==> src/rtl/gpio_port_pkg.sv <==
// Package for the eight-pin bidirectional port with peripheral overrides
package gpio_port_pkg;
   // ***********************************************************
   // Register map
   // ***********************************************************
   localparam int          ADDR_W                   = 4;
   localparam int          PORT_W                   = 8;
   localparam logic [3:0]  PIN_DATA_OFFSET          = 4'h0;
   localparam logic [3:0]  DIRECTION_OFFSET         = 4'h1;
   localparam logic [3:0]  OVR_SELECT_OFFSET        = 4'h2;
   localparam logic [3:0]  LEVEL_CTRL_OFFSET        = 4'h3;
   localparam logic [7:0]  PIN_DATA_RESET           = 8'h00;
   localparam logic [7:0]  DIRECTION_RESET          = 8'hff;
   localparam logic [7:0]  OVR_SELECT_RESET         = 8'h00;
   localparam int          LEVEL_SEL_BIT            = 6;
   localparam int          SERIAL_PIN_LO            = 3;
   localparam int          SERIAL_PIN_HI            = 4;
   localparam logic [7:0]  UNMAPPED_READ            = 8'h00;

   // Register bus request
   typedef struct packed {
      logic              wr;
      logic              rd;
      logic [3:0]        addr;
      logic [7:0]        wdata;
   } reg_req_t;

   // Per-pin peripheral override request
   typedef struct packed {
      logic [7:0]        enable;
      logic [7:0]        force_out;
      logic [7:0]        force_in;
      logic [7:0]        out_val;
   } periph_ovr_t;
endpackage : gpio_port_pkg

==> src/rtl/bidir_port_with_overrides.sv <==
// Eight-pin bidirectional port with direction register and overrides
// Notes on behaviour
// - Eight bidirectional pins, each with its own direction bit.
// - Direction bit one makes the pin an input, driver released.
// - Direction bit zero drives the pin from the output latch.
// - An enabled peripheral may force its pin to be an output.
// - Another enabled peripheral may force its pin to be an input.
// - Overrides hold only while the peripheral is enabled.
// - Peripheral output enable acts only when peripheral is selected.
// - Two-wire enabled: status bit 6 picks bus levels on pins 4 and 3.
module bidir_port_with_overrides
   import gpio_port_pkg::*;
(
   input  wire logic                      sys_clk_i,
   input  wire logic                      reset_i,
   input  wire logic                      clk_en_i,
   input  wire gpio_port_pkg::reg_req_t   reg_req_i,
   output logic [7:0]                     reg_rdata_o,
   input  wire gpio_port_pkg::periph_ovr_t periph_ovr_i,
   input  wire logic                      serial_enable_i,
   input  wire logic [7:0]                serial_port_status_i,
   output logic                           serial_smbus_levels_o,
   input  wire logic [7:0]                pin_i,
   output logic [7:0]                     pin_o,
   output logic [7:0]                     pin_oe_n_o,
   output logic [7:0]                     periph_pin_o
);
   import gpio_port_pkg::*;

   // ***********************************************************
   // Decoding helpers
   // ***********************************************************
   // Request addresses the given register
   function automatic logic hit(input reg_req_t   r,
                                input logic [3:0] a);
      return r.addr == a;
   endfunction

   // Write to the given register taken on this edge
   function automatic logic wr_hit(input logic       en,
                                   input reg_req_t   r,
                                   input logic [3:0] a);
      return en && r.wr && hit(r, a);
   endfunction

   // Read taken on this edge
   function automatic logic rd_take(input logic     en,
                                    input reg_req_t r);
      return en && r.rd;
   endfunction

   // ***********************************************************
   // Storage and next values
   // ***********************************************************
   logic [7:0] out_latch_q;
   logic [7:0] out_latch_d;
   logic [7:0] third_port_direction_q;
   logic [7:0] third_port_direction_d;
   logic [7:0] ovr_select_q;
   logic [7:0] ovr_select_d;
   logic [7:0] rdata_q;
   logic [7:0] rdata_d;
   logic       wr_latch;
   logic       wr_dir;
   logic       wr_sel;
   logic       rd_now;
   logic [7:0] sel_en;
   logic [7:0] want_out;
   logic [7:0] want_in;
   logic [7:0] pin_dir_in;
   logic [7:0] pin_drive;

   // ***********************************************************
   // Write and read strobes
   // ***********************************************************
   // Clock enable low turns every strobe off, freezing all state except when reset_i loads the reset values
   assign wr_latch = wr_hit(clk_en_i, reg_req_i, PIN_DATA_OFFSET);
   assign wr_dir   = wr_hit(clk_en_i, reg_req_i, DIRECTION_OFFSET);
   assign wr_sel   = wr_hit(clk_en_i, reg_req_i, OVR_SELECT_OFFSET);
   assign rd_now   = rd_take(clk_en_i, reg_req_i);

   // ***********************************************************
   // Output latch
   // ***********************************************************
   // Written whatever the pin direction, so a pin turned to output
   // later drives the value that software prepared
   always_comb begin
      out_latch_d = out_latch_q;
      if (wr_latch) begin
         out_latch_d = reg_req_i.wdata;
      end
   end

   always_ff @(posedge sys_clk_i) begin
      if (reset_i) begin
         out_latch_q <= PIN_DATA_RESET;
      end else begin
         out_latch_q <= out_latch_d;
      end
   end

   // ***********************************************************
   // Direction register
   // ***********************************************************
   // Reads return this register, never the overridden direction, so
   // a read-modify-write during an override keeps the stored bits
   always_comb begin
      third_port_direction_d = third_port_direction_q;
      if (wr_dir) begin
         third_port_direction_d = reg_req_i.wdata;
      end
   end

   // All pins start as inputs, so nothing drives before software
   always_ff @(posedge sys_clk_i) begin
      if (reset_i) begin
         third_port_direction_q <= DIRECTION_RESET;
      end else begin
         third_port_direction_q <= third_port_direction_d;
      end
   end

   // ***********************************************************
   // Override select
   // ***********************************************************
   // Which pins hand their function to a peripheral
   always_comb begin
      ovr_select_d = ovr_select_q;
      if (wr_sel) begin
         ovr_select_d = reg_req_i.wdata;
      end
   end

   always_ff @(posedge sys_clk_i) begin
      if (reset_i) begin
         ovr_select_q <= OVR_SELECT_RESET;
      end else begin
         ovr_select_q <= ovr_select_d;
      end
   end

   // ***********************************************************
   // Read path
   // ***********************************************************
   // Read data hold until the next taken read
   always_comb begin
      rdata_d = rdata_q;
      if (rd_now) begin
         unique case (reg_req_i.addr)
            PIN_DATA_OFFSET:   rdata_d = pin_i;
            DIRECTION_OFFSET:  rdata_d = third_port_direction_q;
            OVR_SELECT_OFFSET: rdata_d = ovr_select_q;
            LEVEL_CTRL_OFFSET: rdata_d = {7'h00, serial_smbus_levels_o};
            default:           rdata_d = UNMAPPED_READ;
         endcase
      end
   end

   always_ff @(posedge sys_clk_i) begin
      if (reset_i) begin
         rdata_q <= UNMAPPED_READ;
      end else begin
         rdata_q <= rdata_d;
      end
   end

   assign reg_rdata_o = rdata_q;

   // ***********************************************************
   // Peripheral arbitration
   // ***********************************************************
   // A peripheral counts only while enabled and selected for the pin
   assign sel_en = periph_ovr_i.enable & ovr_select_q;

   for (genvar i = 0; i < PORT_W; i++) begin : g_pin
      // An output request beats an input request on the same pin
      assign want_out[i] = sel_en[i] & periph_ovr_i.force_out[i];
      assign want_in[i]  = sel_en[i] & periph_ovr_i.force_in[i]
                           & ~want_out[i];

      always_comb begin
         if (want_out[i]) begin
            pin_dir_in[i] = 1'b0;
            pin_drive[i]  = periph_ovr_i.out_val[i];
         end else if (want_in[i]) begin
            pin_dir_in[i] = 1'b1;
            pin_drive[i]  = out_latch_q[i];
         end else begin
            pin_dir_in[i] = third_port_direction_q[i];
            pin_drive[i]  = out_latch_q[i];
         end
      end
   end

   // ***********************************************************
   // Pin outputs
   // ***********************************************************
   // Output enable is active low: zero while the port drives the pin
   assign pin_oe_n_o   = pin_dir_in;
   assign pin_o        = pin_drive;

   // Peripherals always see the pin level, whatever owns the driver
   assign periph_pin_o = pin_i;

   // ***********************************************************
   // Serial pin levels
   // ***********************************************************
   // Picks the input levels of the two serial pins; only meaningful
   // while the two-wire module is enabled
   assign serial_smbus_levels_o =
      serial_enable_i && serial_port_status_i[LEVEL_SEL_BIT];
endmodule // bidir_port_with_overrides

==> config.mk <==
export PLATFORM = sky130hd
export DESIGN_NAME = bidir_port_with_overrides
export DESIGN_NICKNAME = d
export VERILOG_FILES = /design/src/rtl/gpio_port_pkg.sv /design/src/rtl/bidir_port_with_overrides.sv
export SDC_FILE = /design/constraint.sdc
export NUM_CORES = 1
export LEC_CHECK = 0
export BUFFER_PORTS_ARGS = -buffer_cell sky130_fd_sc_hd__buf_2
export CAP_MARGIN = 10
export CORE_ASPECT_RATIO = 0.7
export CORE_MARGIN = 2
export CORE_UTILIZATION = 35
export CTS_BUF_LIST = sky130_fd_sc_hd__clkbuf_16
export CTS_CLUSTER_SIZE = 16
export DETAILED_ROUTE_END_ITERATION = 8
export PLACE_DENSITY = 0.74
export REMOVE_ABC_BUFFERS = 1
export SYNTH_ARGS = -nofsm -noshare
export SYNTH_HDL_FRONTEND = slang
export SYNTH_SLANG_ARGS = --single-unit
==> constraint.sdc <==
create_clock -name sys_clk_i -period 1.4 [get_ports sys_clk_i]
set_input_delay 0.14 -clock sys_clk_i [delete_from_list [all_inputs] [get_ports sys_clk_i]]
set_output_delay 0.14 -clock sys_clk_i [all_outputs]
set_load 0.05 [all_outputs]
# Word level (Yosys, flattened, before mapping)
# Index checks and enable logic that the tools add are counted.
# classes
reduce_logical	7
mux	25
multipliers	0
addsub	0
order_cmp	0
n_eq_ne	3
bitwise	33
n_div	0
shifts	0
# op_table
op	n
case mux 8 bit (4 select lines)	1
bitwise AND 1 bit	24
2-to-1 mux 1 bit	24
bitwise AND 8 bit	1
equality test 4 x 2 -> 1 bit, second input constant	2
inverter 1 bit	8
logical AND 1 bit	6
equality test 4 x 1 -> 1 bit, second input constant	1
logical NOT 4 bit	1
# word_totals
ramBits	0
romBits	0
latch_bits	0
wordCells	72
output_inout_bits	33
ff_bits	32
memories	0

# Depth between registers and ports, before layout
# logic_depth
word_depth	6
depth_mapped	6
ltp_nobuf	4

# Least setup slack after synthesis
# Ideal clock, no wire load.
# synth_timing
kind	reg2out
startpoint	register ovr_select_q[1]
endpoint	output port pin_oe_n_o[1]
arrival_ns	1.254
slack_ns	0.006
stages_incl_launch_ff	3
cell_sequence	dfxtp_1 a31oi_1 a31oi_1
# synth_via
elab_chain_len	6
# synth_rtl
item	line	source
start: declaration	bidir_port_with_overrides.sv:59	logic [7:0] ovr_select_q;
start signal: assignment	bidir_port_with_overrides.sv:138	ovr_select_q <= ovr_select_d;
bitwise AND 8 bit *	bidir_port_with_overrides.sv:173	assign sel_en = periph_ovr_i.enable & ovr_select_q;
bitwise AND 1 bit	bidir_port_with_overrides.sv:177	assign want_out[i] = sel_en[i] & periph_ovr_i.force_out[i];
inverter 1 bit	bidir_port_with_overrides.sv:179	& ~want_out[i];
bitwise AND 1 bit	bidir_port_with_overrides.sv:179	
2-to-1 mux 1 bit	bidir_port_with_overrides.sv:185	end else if (want_in[i]) begin
2-to-1 mux 1 bit *	bidir_port_with_overrides.sv:182	if (want_out[i]) begin
end: declaration	bidir_port_with_overrides.sv:25	output logic [7:0] pin_oe_n_o,
# Mark *: on every way between the ends. The rest lies on a longest branch, timed or not.

# Final worst setup path
# layout_timing
startpoint	register ovr_select_q[6]
endpoint	output port pin_o[6]
# layout_via
elab_chain_len	3
# layout_rtl
item	line	source
bitwise AND 8 bit	bidir_port_with_overrides.sv:173	
bitwise AND 1 bit	bidir_port_with_overrides.sv:177	
2-to-1 mux 1 bit	bidir_port_with_overrides.sv:182	
end: declaration	bidir_port_with_overrides.sv:24	output logic [7:0] pin_o,
# Every way passes these cells.

==> impl_metrics.yaml <==
die:
  core_area_sq_mm: 0.00443
  die_x_um: 86.2
  die_height_um: 61.5
  rows: 20
  die-area_sq_mm: 0.00530
  initial_utilization: 0.373
  ioPinCount: 99
placement:
  dp_worst_setup_slack_ps: -167
  placedCellCount: 317
  io_buffers: 91
  gp_congestion: 0.743
  dp_hpwl_mm: 3.28
clock_network:
  clock_latency_ps: 270
  ctsHtreeMaxLevel: 2
  hold_buffers: 0
  clock-sinks: 32
  clockBufferDepth: 2
  clk_pin_slew_ps: 50
  cts_buffers: 5
  cts_tree: "built"
  cts_root_buf: "clkbuf_16"
setup_path:
  crit_required_ps: 1260
  crit_path_end_kind: "primary output"
  path_class: "register to primary output"
  start_kind: "register"
  crit_arrival_ps: 1230
  cp_max_fo: 5
  critPathTopFamily: "flip-flops"
  critPathBufInv: 1
  cpPeakStageDelay_ps: 340
  cp_cell_sequence: "nand3_1 -> mux2_2 -> buf_4"
  crit_path_top_delay_cell: "dfxtp_2"
drt:
  routed-via-count: 1624
  detail_route.first_pass.iterations: 4
  routed_wl_mm: 4.37
  route.detailed.drc: 0
  initialDrtViolationCount: 61
  ant_nets: 0
  viasPerCell: 5.01
  avgRoutedWirePerCell_um: 13.5
logic_synthesis:
  synth_area_leader_cell: "dfxtp_1"
  yosys.area.top_type_share: 0.387
  ys_seq_area_frac: 0.387
  yosysUniqueCellTypes: 22
  syn_avg_cell_area_sq_um: 9.19
  synth_area_sq_mm: 0.00165
  yosys-top-cells-area: "dfxtp_1 (39%), mux2i_1 (15%), mux2_2 (6.1%)"
  synthCells: 180
  yosysWarnings: 0
  synth_seq_cells: 32
timing:
  period_needed_ps: 1370
  final-hold-violation-count: 0
  slew_headroom: 0.527
  rsz0062_at_grt: "yes"
  period_share: 0.975
  fin_worst_skew_ps: 4.15
  setup_ws_ps: 35.0
  finalSetupViolations: 0
  slew_viol_final: 0
  worstMarginPinSlew_ps: 709
  fmax_mhz: 733
grt:
  grt_pass1_wl_mm: 6.62
  grt_max_degree: 29
  overflow: 0
  grt_pass1_vias: 1420
  gr-usage-all-layers: 0.167
  antenna_found_initial: 0
cells_and_area:
  drive_gt1_frac: 0.465
  instances_no_fill: 324
  n_antenna_cell: 0
  fin_nets: 335
  syn_to_final_growth_pct: 38.4
job:
  maxCapViolCount: 0
power:
  p_leak_nw: 1.09
  switchingPower_mw: 0.551
  p_comb_frac: 0.138
  swShare: 0.248
  clockPowerShare: 0.445
  max-vdd-ir-drop_v: 0.000473
  power_mw: 2.22
  p_per_area_mw_per_mm2: 972
  seqPwrFrac: 0.417
  p_int_mw: 1.67
hold_path:
  hold_path_class: "input port to register"
status:
  status: "finished, final reports clean"
-- registers in the layout, indices dropped and copies added (netlist names) --
| signal | count |
|---|---|
| out_latch_q | 8 |
| ovr_select_q | 8 |
| reg_rdata_o | 8 |
| third_port_direction_q | 8 |
-- power by group through the flow --
stage	registers, mW	logic, mW	clock network (mW)
after floorplan	0.956	0.0833	0
after global placement	0.945	0.303	0
after detailed placement	0.945	0.308	0
after CTS	0.927	0.309	1.01
after global routing	0.927	0.333	1.05
final	0.927	0.308	0.990
-- worst min-delay path, stage by stage --
cell and delay [ps]:
buf_2 100, mux2i_1 60, nor2_1 70
-- cell usage after synthesis --
master and count:
a21oi_1 9, a22o_1 8, a31oi_1 16, and2_1 1, buf_2 1, buf_4 9
buf_6 2, clkbuf_1 4, clkbuf_2 1, dfxtp_1 32, mux2_2 9, mux2i_1 25
nand2_1 8, nand2b_2 1, nand3_1 9, nand4bb_4 1, nor2_1 26, nor2b_1 1
nor3_1 8, nor3_4 1, nor3b_4 1, o21ai_0 7
-- metrics by stage --
step	hold WS, ps	instance area [sq um]	TNS (ps)	utilization
floorplan	212	1540	0	-
global placement	404	2140	-493	0.482
global route	144	2290	-33.0	0.517
detailed placement	410	2140	-1250	0.482
CTS	131	2270	0	0.513
finish	138	2290	0	0.517
-- final cells by class --
class	count	area, sq um
Timing Repair Buffer	99	538
Sequential cell	32	651
Multi-Input combinational cell	131	898
Fill cell	425	2140
Tap cell	55	68.8
Clock buffer	5	125
Clock inverter	2	7.51
-- placed cells by master, fill, tap and decap left out --
| master | instances |
|---|---|
| nand2_1 | 8 |
| clkinv_1 | 2 |
| mux2i_1 | 25 |
| buf_12 | 1 |
| nor3_1 | 8 |
| a22o_1 | 8 |
| buf_2 | 87 |
| mux2_2 | 9 |
| nor2b_1 | 1 |
| nand3_1 | 9 |
| nor3b_4 | 1 |
| nor3_4 | 1 |
| nor2_1 | 26 |
| nand2b_2 | 1 |
| clkbuf_16 | 5 |
| and2_1 | 1 |
| nand4bb_4 | 1 |
| a21oi_1 | 9 |
| buf_4 | 11 |
| dfxtp_1 | 24 |
| dfxtp_2 | 8 |
| a31oi_1 | 16 |
| o21ai_0 | 7 |
-- cell families (layout without fill, tap and decap cells) --
family / count (synthesis) / after routing / share of synthesized area
compound gates: 40 / 40 / 0.151
buf+inv: 17 / 106 / 0.0696
flops: 32 / 32 / 0.387
mux: 34 / 34 / 0.213
simple gates: 57 / 57 / 0.179
-- path summary, 6_finish.rpt --
kind              slack [ps]              end  cells after the start            start
hold / removal           140  ovr_select_q[6]                      3     reg_req_i[6]
setup reg to reg         400   reg_rdata_o[0]                      4  ovr_select_q[0]
setup / recovery          30         pin_o[6]                      3  ovr_select_q[6]
hold reg to reg          480   reg_rdata_o[1]                      1   reg_rdata_o[1]
-- routing by layer --
metal | track usage | vias up | wire [um]
li1 | - | 830 | -
met1 | 0.226 | 718 | 2140
met2 | 0.261 | 71 | 1870
met3 | 0.0402 | 5 | 319
met4 | 0.0658 | 0 | 43
met5 | 0 | - | 0
-- what timing repair did --
action | CTS | global route
endpoints found under the setup margin | 2 | 11
setup buffers | 0 | 0
resized for setup | 2 | 14
(Power assumes the default switching activity.)
